`config.mk`:
```
export PLATFORM = sky130hd
export DESIGN_NAME = uts_tx
export DESIGN_NICKNAME = d
export VERILOG_FILES = /design/src/shared/uts_pkg.sv /design/src/hw/uts_fifo.sv /design/src/hw/uts_tx.sv
export VERILOG_INCLUDE_DIRS = /design/src /design/src/shared
export SDC_FILE = /design/constraint.sdc
export NUM_CORES = 1
export LEC_CHECK = 0
export BUFFER_PORTS_ARGS = -buffer_cell sky130_fd_sc_hd__buf_4
export CORE_UTILIZATION = 50
export CTS_CLUSTER_DIAMETER = 200
export DETAILED_ROUTE_END_ITERATION = 10
export PLACE_DENSITY_LB_ADDON = 0.3
export SYNTH_ARGS = -nofsm -noshare
export SYNTH_HDL_FRONTEND = slang
export SYNTH_HIERARCHICAL = 1
export SYNTH_SLANG_ARGS = --single-unit
```
`constraint.sdc`:
```
create_clock -name clk_i -period 3.05 [get_ports clk_i]
set_clock_uncertainty 0.05 [all_clocks]
set_input_delay 0.61 -clock clk_i [delete_from_list [all_inputs] [get_ports clk_i]]
set_output_delay 0.61 -clock clk_i [all_outputs]
set_load 0.01 [all_outputs]
```
`src/shared/uts_defines.svh`:
```
`ifndef UTS_DEFINES_SVH
`define UTS_DEFINES_SVH

`define UTS_STATUS_ADDR  16'hff55
`define UTS_STATUS_RST   8'h00
`define UTS_OCC_BIT      1
`define UTS_BUSY_BIT     0
`define UTS_POWER_BIT    7
`define UTS_TXE_BIT      6
`define UTS_CLK_MHZ      100
`define UTS_BIT_NS       8680
`define UTS_BIT_CYCLES   ((`UTS_BIT_NS * `UTS_CLK_MHZ) / 1000)
`define UTS_DATA_BITS    8
`define UTS_FIFO_DEPTH   8

`endif

```
`src/shared/uts_pkg.sv`:
```
`default_nettype none
package uts_pkg;

  typedef struct packed {
    logic        rd;
    logic [15:0] addr;
  } uts_rd_req_t;

  typedef struct packed {
    logic       valid;
    logic [7:0] data;
  } uts_wr_req_t;

  typedef struct packed {
    logic [5:0] zero;
    logic       occupied;
    logic       busy;
  } uts_status_t;

  typedef enum logic [1:0] {
    UTS_IDLE,
    UTS_START,
    UTS_DATA,
    UTS_STOP
  } uts_tx_state_t;

endpackage
`default_nettype wire

```
`src/hw/uts_fifo.sv`:
```
`timescale 1ns/1ps
`default_nettype none
module uts_fifo #(
  parameter int WIDTH = 8,
  parameter int DEPTH = 8
) (
  // Clock and control
  input  wire logic             clk_i,
  input  wire logic             rst_i,
  input  wire logic             ce_i,
  input  wire logic             flush_i,
  // Fill side
  input  wire logic             in_valid_i,
  input  wire logic [WIDTH-1:0] in_data_i,
  output logic                  in_ready_o,
  // Drain side
  output logic                  out_valid_o,
  output logic [WIDTH-1:0]      out_data_o,
  input  wire logic             out_ready_i
);
  localparam int AW = $clog2(DEPTH);

  logic [WIDTH-1:0] mem_r [DEPTH];
  logic [AW-1:0]    wr_ptr_r;
  logic [AW-1:0]    rd_ptr_r;
  logic [AW:0]      count_r;
  logic [AW:0]      count_nxt;
  logic             push;
  logic             pop;

  assign push       = in_valid_i && in_ready_o;
  assign pop        = out_valid_o && out_ready_i;
  assign out_data_o = mem_r[rd_ptr_r];

  always_comb begin
    count_nxt = count_r;
    if (flush_i) begin
      count_nxt = '0;
    end else if (push && !pop) begin
      count_nxt = count_r + 1'b1;
    end else if (pop && !push) begin
      count_nxt = count_r - 1'b1;
    end
  end

  always_ff @(posedge clk_i) begin
    if (ce_i && push && !flush_i) begin
      mem_r[wr_ptr_r] <= in_data_i;
    end
  end

  always_ff @(posedge clk_i or posedge rst_i) begin
    if (rst_i) begin
      wr_ptr_r    <= '0;
      rd_ptr_r    <= '0;
      count_r     <= '0;
      in_ready_o  <= 1'b1;
      out_valid_o <= 1'b0;
    end else if (ce_i) begin
      if (flush_i) begin
        wr_ptr_r <= '0;
        rd_ptr_r <= '0;
      end else begin
        if (push) begin
          wr_ptr_r <= (wr_ptr_r == AW'(DEPTH - 1)) ? '0 : wr_ptr_r + 1'b1;
        end
        if (pop) begin
          rd_ptr_r <= (rd_ptr_r == AW'(DEPTH - 1)) ? '0 : rd_ptr_r + 1'b1;
        end
      end
      count_r     <= count_nxt;
      in_ready_o  <= (count_nxt != (AW+1)'(DEPTH));
      out_valid_o <= (count_nxt != '0);
    end
  end
endmodule // uts_fifo
`default_nettype wire

```
`src/hw/uts_tx.sv`:
```
`timescale 1ns/1ps
`default_nettype none
`include "uts_defines.svh"
module uts_tx (
  // Clock and reset
  input  wire logic             clk_i,
  input  wire logic             rst_i,
  input  wire logic             ce_i,
  // Mode register contents, kept outside this block
  input  wire logic [7:0]       mode_reg_i,
  // Transmit buffer write port
  input  wire uts_pkg::uts_wr_req_t txb_wr_i,
  output logic                  txb_ready_o,
  // Status register read port
  input  wire uts_pkg::uts_rd_req_t  rd_req_i,
  output uts_pkg::uts_status_t  rdata_o,
  // Serial line and events
  output logic                  txd_o,
  output logic                  tx_done_o,
  output uts_pkg::uts_status_t  status_o
);
  import uts_pkg::*;

  localparam logic [15:0] BIT_LAST = 16'(`UTS_BIT_CYCLES - 1);
  localparam logic [2:0]  IDX_LAST = 3'(`UTS_DATA_BITS - 1);

  function automatic logic tx_active(input logic [7:0] mode);
    return mode[`UTS_POWER_BIT] && mode[`UTS_TXE_BIT];
  endfunction

  function automatic uts_status_t status_word(input logic occ, input logic bsy);
    return '{zero: 6'h00, occupied: occ, busy: bsy};
  endfunction

  function automatic logic status_hit(input uts_rd_req_t req);
    return req.rd && (req.addr == `UTS_STATUS_ADDR);
  endfunction

  uts_tx_state_t state_r;
  logic [15:0]   bit_cnt_r;
  logic [2:0]    idx_r;
  logic [7:0]    shift_r;
  logic [7:0]    buf_r;
  logic          buf_full_r;
  logic          buf_full_nxt;
  logic          occ_r;
  logic          busy_r;
  logic          active;
  logic          push;
  logic          fifo_valid;
  logic [7:0]    fifo_data;
  logic          fifo_pop;
  logic          bit_end;
  logic          byte_end;
  logic          load;

  assign active   = tx_active(mode_reg_i);
  assign push     = txb_wr_i.valid && txb_ready_o && active;
  assign fifo_pop = fifo_valid && !buf_full_r && active;
  assign bit_end  = (bit_cnt_r == BIT_LAST);
  assign byte_end = (state_r == UTS_STOP) && bit_end;
  // Next byte loads as soon as the shifter is free or finishing
  assign load     = active && buf_full_r && ((state_r == UTS_IDLE) || byte_end);

  uts_fifo #(
    .WIDTH (`UTS_DATA_BITS),
    .DEPTH (`UTS_FIFO_DEPTH)
  ) u_fifo (
    .clk_i       (clk_i),
    .rst_i       (rst_i),
    .ce_i        (ce_i),
    .flush_i     (!active),
    .in_valid_i  (txb_wr_i.valid && active),
    .in_data_i   (txb_wr_i.data),
    .in_ready_o  (txb_ready_o),
    .out_valid_o (fifo_valid),
    .out_data_o  (fifo_data),
    .out_ready_i (!buf_full_r && active)
  );

  // Transmit buffer register
  always_comb begin
    buf_full_nxt = buf_full_r;
    if (!active) begin
      buf_full_nxt = 1'b0;
    end else if (fifo_pop) begin
      buf_full_nxt = 1'b1;
    end else if (load) begin
      buf_full_nxt = 1'b0;
    end
  end

  always_ff @(posedge clk_i or posedge rst_i) begin
    if (rst_i) begin
      buf_r      <= 8'h00;
      buf_full_r <= 1'b0;
    end else if (ce_i) begin
      if (fifo_pop) begin
        buf_r <= fifo_data;
      end
      buf_full_r <= buf_full_nxt;
    end
  end

  // Shifter: start bit, eight data bits LSB first, stop bit
  always_ff @(posedge clk_i or posedge rst_i) begin
    if (rst_i) begin
      state_r   <= UTS_IDLE;
      bit_cnt_r <= 16'h0000;
      idx_r     <= 3'h0;
      shift_r   <= 8'h00;
      txd_o     <= 1'b1;
    end else if (ce_i) begin
      if (!active) begin
        state_r   <= UTS_IDLE;
        bit_cnt_r <= 16'h0000;
        txd_o     <= 1'b1;
      end else if (load) begin
        state_r   <= UTS_START;
        bit_cnt_r <= 16'h0000;
        idx_r     <= 3'h0;
        shift_r   <= buf_r;
        txd_o     <= 1'b0;
      end else begin
        bit_cnt_r <= bit_end ? 16'h0000 : bit_cnt_r + 16'h0001;
        unique case (state_r)
          UTS_IDLE: begin
            bit_cnt_r <= 16'h0000;
            txd_o     <= 1'b1;
          end
          UTS_START: begin
            if (bit_end) begin
              state_r <= UTS_DATA;
              txd_o   <= shift_r[0];
            end
          end
          UTS_DATA: begin
            if (bit_end) begin
              if (idx_r == IDX_LAST) begin
                state_r <= UTS_STOP;
                txd_o   <= 1'b1;
              end else begin
                idx_r   <= idx_r + 3'h1;
                shift_r <= {1'b0, shift_r[7:1]};
                txd_o   <= shift_r[1];
              end
            end
          end
          UTS_STOP: begin
            if (bit_end) begin
              state_r <= UTS_IDLE;
            end
          end
        endcase
      end
    end
  end

  // Completion event
  always_ff @(posedge clk_i or posedge rst_i) begin
    if (rst_i) begin
      tx_done_o <= 1'b0;
    end else if (ce_i) begin
      tx_done_o <= active && byte_end;
    end
  end

  // Status flags; a write in the same cycle as a transfer keeps the flag set
  always_ff @(posedge clk_i or posedge rst_i) begin
    if (rst_i) begin
      occ_r  <= 1'b0;
      busy_r <= 1'b0;
    end else if (ce_i) begin
      occ_r  <= active && (push || fifo_valid || buf_full_nxt);
      busy_r <= active && (load || ((state_r != UTS_IDLE) && !byte_end));
    end
  end

  always_ff @(posedge clk_i or posedge rst_i) begin
    if (rst_i) begin
      status_o <= `UTS_STATUS_RST;
      rdata_o  <= `UTS_STATUS_RST;
    end else if (ce_i) begin
      status_o <= status_word(occ_r, busy_r);
      if (status_hit(rd_req_i)) begin
        rdata_o <= status_word(occ_r, busy_r);
      end else begin
        rdata_o <= `UTS_STATUS_RST;
      end
    end
  end
endmodule // uts_tx
`default_nettype wire

```
* Word level (Yosys, flattened, before mapping) *
Memories as Yosys holds them, arrays and structs flattened. A register that Yosys moved wholly into a read port is not among the register bits.
Cells that the tools add are included.

word-level totals
  flip-flop bits (word level) = 56
  memory bits (writable) = 64
  bits of input ports = 37
  output and inout bits = 19
  word-level logic and storage cells = 124
  memories kept = 1

cells by class
  $add $sub $neg = 6
  equality and inequality tests = 18
  mux-type cells = 40
  reductions and logical operators = 40

memory list
  memory        depth  bits a word  read ports  clocked after memory_dff  wr ports  RTL line        text
  u_fifo.mem_r  8      8            1           1                         1         uts_fifo.sv:23  logic [WIDTH-1:0] mem_r [DEPTH];

operators with widths
  operator                                                                 count
  16-bit two-way mux                                                       4
  8-bit two-way mux                                                        4
  3-bit two-way mux                                                        10
  1-bit logical AND                                                        21
  4-bit inequality test, second input constant                             5
  16-bit by 1-bit adder with 16-bit output, second input constant          1
  16-bit by 10-bit equality test with 1-bit output, second input constant  1
  16-bit equality test, second input constant                              1
  2-bit two-way mux                                                        7
  4-bit two-way mux                                                        3
  1-bit two-way mux                                                        10
  5-bit by 1-bit inequality test with 1-bit output, second input constant  2
  3-bit by 1-bit adder with 3-bit output, second input constant            3
  3-bit equality test, second input constant                               3
  2-bit one-hot mux with 3 select lines                                    1
  2-bit AND reduction                                                      3
  6-bit AND reduction                                                      1
  2-bit nonzero test                                                       3
  5-bit AND reduction                                                      1
  4-bit by 1-bit adder with 4-bit output, second input constant            1
  2-bit equality test, second input constant                               2
  1-bit zero test                                                          4
  1-bit logical OR                                                         4
  2-bit by 1-bit inequality test with 1-bit output, second input constant  2
  7 further kinds                                                          7

* Depth between registers and ports, before layout *
  word-level depth = 9
  mapped depth = 9
  mapped depth without buffers = 8

* Hierarchy *
Netlist, hierarchy kept.

by module, submodules not included
  module    times used  cells each  area each (um^2)  sequential area each (um^2)
  uts_fifo  1           190         3240.6            2223.4
  uts_tx    1           251         2631.3            1152.4

* Worst setup path before layout *
OpenSTA, ideal clock, no wires.

  kind = input port to flip-flop
  start point = input mode_reg_i[7]
  end point = memory u_fifo.mem_r[0][0], enable pin
  setup time = 383 ps
  data arrival time = 2205 ps
  data required time = 2617 ps
  path slack = 412 ps
  stages = 6
  path buffers = 0
  cell sequence = and2_0 -> inv_2 -> inv_1 -> nand2_1 -> or3_1 -> nor3_1

between the ends
  longest elaborated chain between the ends = 7

ends and longest elaborated chain
  item                                       RTL line        text
  start, declared                            uts_tx.sv:10    input wire logic [7:0] mode_reg_i,
  1-bit logical AND *                        uts_tx.sv:28    return mode[`UTS_POWER_BIT] && mode[`UTS_TXE_BIT];
  1-bit logical AND                          uts_tx.sv:73    .in_valid_i (txb_wr_i.valid && active),
  1-bit logical AND                          uts_fifo.sv:31  assign push = in_valid_i && in_ready_o;
  1-bit logical AND                          uts_fifo.sv:47  if (ce_i && push && !flush_i) begin
  1-bit logical AND *                        uts_fifo.sv:47
  1-bit two-way mux *                        uts_fifo.sv:47
  1-bit two-way mux (implied by the code) *  uts_fifo.sv:48  mem_r[wr_ptr_r] <= in_data_i;
  end, declared                              uts_fifo.sv:23

Mark *: on every way between the ends. The rest lies on a longest branch, timed or not.

* Worst setup path after layout *
  start point = register bit_cnt_r[0]
  end point = register shift_r[3]

between the ends
  longest elaborated chain between the ends = 6
  elaborated cells between the ends (all ways) = 9
  those cells by class = eq/ne: 2; mux: 1; reduce/logical: 6

ends and longest elaborated chain
  item                                                                          RTL line       text
  start, declared                                                               uts_tx.sv:40   logic [15:0] bit_cnt_r;
  start signal, assigned                                                        uts_tx.sv:125  bit_cnt_r <= bit_end ? 16'h0000 : bit_cnt_r + 16'h0001;
  16-bit by 10-bit equality test with 1-bit output *                            uts_tx.sv:60   assign bit_end = (bit_cnt_r == BIT_LAST);
  1-bit logical AND                                                             uts_tx.sv:61   assign byte_end = (state_r == UTS_STOP) && bit_end;
  1-bit logical OR                                                              uts_tx.sv:63   assign load = active && buf_full_r && ((state_r == UTS_IDLE) || byte_end);
  1-bit logical AND                                                             uts_tx.sv:63
  2-bit inequality test (no source line) or 2-bit nonzero test (tied branches)  --
  5-bit AND reduction (no source line)                                          --
  end signal, assigned                                                          uts_tx.sv:122  shift_r <= buf_r;
  end signal, assigned                                                          uts_tx.sv:144  shift_r <= {1'b0, shift_r[7:1]};
  end, declared                                                                 uts_tx.sv:42   logic [7:0] shift_r;

Marked as above.
A chain may end at the register's enable or synchronous reset.

==> results.py <==
metrics = {
    "placed_design": {
        "dp_slack_ps": 352,
        "post-dp-hpwl_mm": 7.22,
        "dp_cells": 616,
        "gp_congestion": 0.861,
        "port_buffers": 37,
    },
    "clock_network": {
        "h-tree-depth": 4,
        "holdBufCountCts": 0,
        "cts_setup_buffers": 0,
        "cts_tree": "done",
        "cts_resized": 0,
        "clkSlewWorstSetupHoldPaths_ps": 60,
        "clkSinkCount": 122,
        "cts-root-buf": "clkbuf_16",
        "clock_latency_ps": 420,
        "cts_buffer_depth": 2,
        "cts_made_buffers": 17,
    },
    "drt": {
        "first_pass_iters": 4,
        "first_iter_violations": 214,
        "wirelength_mm": 10.8,
        "drt-wirelength-per-cell_um": 16.7,
        "final_antenna_net_count": 0,
        "vias": 3650,
        "vias_per_cell": 5.63,
        "drcViolationCount": 0,
    },
    "timing": {
        "grt_setup_unrepaired": "no",
        "clock.fmax_mhz": 390,
        "final_max_slew_viol_count": 0,
        "post-route-period-util_pct": 84.0,
        "setup_tns_ps": 0,
        "tightestPinTransition_ps": 1000,
        "finalSetupViolations": 0,
        "setup_ws_ps": 489,
        "finalCriticalPeriod_ps": 2560,
        "slew_headroom_pct": 33.2,
        "whs_ps": 166,
        "hold_viol_final": 0,
    },
    "power": {
        "p_leak_nw": 2.73,
        "power.density_nw_per_um2": 574,
        "peakVddDrop_mv": 0.575,
    },
    "grt": {
        "grt_util_met2_pct": 33.5,
        "first_global_vias": 3674,
        "antenna_found_initial": 0,
        "use_met3_pct": 5.47,
        "overflow": 0,
        "grt_max_degree": 47,
        "grt_pass1_wl_mm": 17.7,
        "grt_usage_pct": 20.1,
        "busiest_layer": "met2",
        "grt_util_met1_pct": 24.2,
    },
    "floorplan": {
        "fp.coreArea_um2": 11400,
        "start_util_pct": 51.4,
        "rows": 39,
        "die_h_um": 110,
        "die_w_um": 110,
        "io_pins": 56,
        "dieArea_um2": 12200,
    },
    "critical_path": {
        "r2r_cells": 6,
        "crit_arrival_ps": 2810,
        "path_class": "flip-flop to flip-flop",
        "max_stage_delay_ps": 540,
        "start_kind": "flip-flop",
        "path_cells": "ha_1 > nor4b_4 > nand4_2 > o31ai_4 > mux2_2 > mux2_2",
        "critPathLaunch": "bit_cnt_r[0]$_DFFE_PP0P_",
        "worstReg2RegStart": "bit_cnt_r[0]$_DFFE_PP0P_",
        "r2r-end": "shift_r[3]$_DFFE_PP0P_",
        "rrSetupSlack_ps": 490,
        "crit_fanout": 8,
        "crit_required_ps": 3300,
        "end_kind": "flip-flop",
        "critPathSlowestCell": "o31ai_4",
        "critical_path.most_common_cell": "mux2_2",
    },
    "synthesis": {
        "ys_warn_count": 6,
        "synth_edf_count": 64,
        "synth_top_cell_area_share_pct": 32.7,
        "yosys-top-cells-area": "edfxtp_1, dfrtp_1, mux4_2",
        "synth_most_common_cell": "edfxtp_1",
        "synthArstFlopShare_pct": 47.5,
        "synth_area_leader_cell": "edfxtp_1",
        "synth_area_um2": 5870,
        "synth_common_cells": "edfxtp_1, dfrtp_1, mux2_2, nand2_1, o21ai_0",
        "synth_area_per_cell_um2": 13.3,
        "ys.flop_type": "edfxtp_1",
        "synth_seq_cells": 122,
        "synth_seq_area_share_pct": 57.5,
        "syn_inst": 441,
        "synth_cell_type_count": 60,
    },
    "worst_hold_path": {
        "hold_class": "input port to async pin",
    },
    "layout": {
        "syn2layout_area_growth_pct": 16.3,
        "fin_util_pct": 59.8,
        "final_cells": 648,
        "antennaDiodeCount": 0,
        "drive_above_1_share_pct": 27.9,
        "final_nets": 544,
    },
    "job": {
        "drv_cap": 0,
    },
    "run_status": {
        "outcome": "complete, no violations",
    },
}
[cell usage in the layout, fill, tap and decap left out, types with 4 or more instances in the layout]
cell and count:
ha_1 15, mux2_2 30, dfrtp_1 56, buf_4 48, o2bb2ai_1 8, nor3_1 12
conb_1 12, nand2_1 25, a22o_1 9, nand2b_1 6, a21oi_1 14, inv_1 16
and3_1 7, mux2i_1 4, nor2_1 20, or3_1 4, nand3_1 12, edfxtp_1 64
o21ai_0 25, xor2_1 4, mux2_1 6, clkbuf_16 17, mux4_2 16, o31ai_1 5
inv_6 7
[metrics by stage]
stage / power [W] / cell area [um2]
after floorplan: 0.00197 / 5910
after global placement: 0.00203 / 6260
after detailed placement: 0.00204 / 6260
after CTS: 0.00396 / 6830
after global routing: 0.00407 / 6830
final: 0.00392 / 6830
[worst max-delay path, delay by kind of cell (launching register included)]
| kind | cells | cell delay, ps |
|---|---|---|
| adder cells (fa/ha/maj) | 1 | 290 |
| AND/OR/NAND/NOR | 2 | 500 |
| AO/OA/AOI/OAI | 1 | 540 |
| flip-flops | 1 | 400 |
| multiplexers | 2 | 670 |
[layout make-up]
cell class	count	area [um2]
repair buffers	48	360
clock inverters	14	134
clock buffers	18	439
fillers	905	4590
multi-input cells	284	2270
flip-flops and latches	122	3380
inverters	19	71.3
well taps	143	179
[state kept, by name, summed over array words and instances (netlist names), 2 cells and up]
name,flops
status_o,2
u_fifo/wr_ptr_r,3
state_r,2
rdata_o,2
u_fifo/count_r,4
u_fifo/mem_r,64
bit_cnt_r,16
buf_r,8
shift_r,8
idx_r,3
u_fifo/rd_ptr_r,3
[cells by family (layout without fill, tap and decap cells)]
group / after synthesis / in the layout / synth area share [%]
mux: 56 / 56 / 13.7
simple gates: 116 / 116 / 11.1
xor+xnor: 7 / 7 / 1.04
flops: 122 / 122 / 57.5
compound gates: 78 / 78 / 8.89
buf+inv: 46 / 99 / 4.52
other cells: 1 / 12 / 0.0639
fa+ha+maj: 15 / 15 / 3.20
[how the worst max path moves through the flow]
stage	endpoint	slack (ps)	depth (start not counted)
after global routing	shift_r[0]$_DFFE_PP0P_	340	6
after CTS	shift_r[0]$_DFFE_PP0P_	460	6
after detailed placement	u_fifo/mem_r[0][2]$_DFFE_PP_	350	8
after floorplan	u_fifo/mem_r[0][0]$_DFFE_PP_	410	6
final	shift_r[3]$_DFFE_PP0P_	490	6
after global placement	u_fifo/out_valid_o$_DFFE_PP0P_	420	9
[report_power, final]
group | internal [W] | total (W) | leakage (nW) | switching [W]
Combinational | 0.0000907 | 0.000203 | 1.09 | 0.000112
Clock | 0.00116 | 0.00192 | 0.279 | 0.000760
Sequential | 0.00178 | 0.00180 | 1.37 | 0.0000256
Total | 0.00302 | 0.00392 | 2.73 | 0.000898
[layer usage]
| metal | up-vias | routed length (um) |
|---|---|---|
| met3 | 20 | 329 |
| met5 | - | 0 |
| met1 | 1828 | 4690 |
| met2 | 58 | 5600 |
| met4 | 0 | 205 |
| li1 | 1744 | - |
No activity file was read; power rests on OpenSTA's default activity.
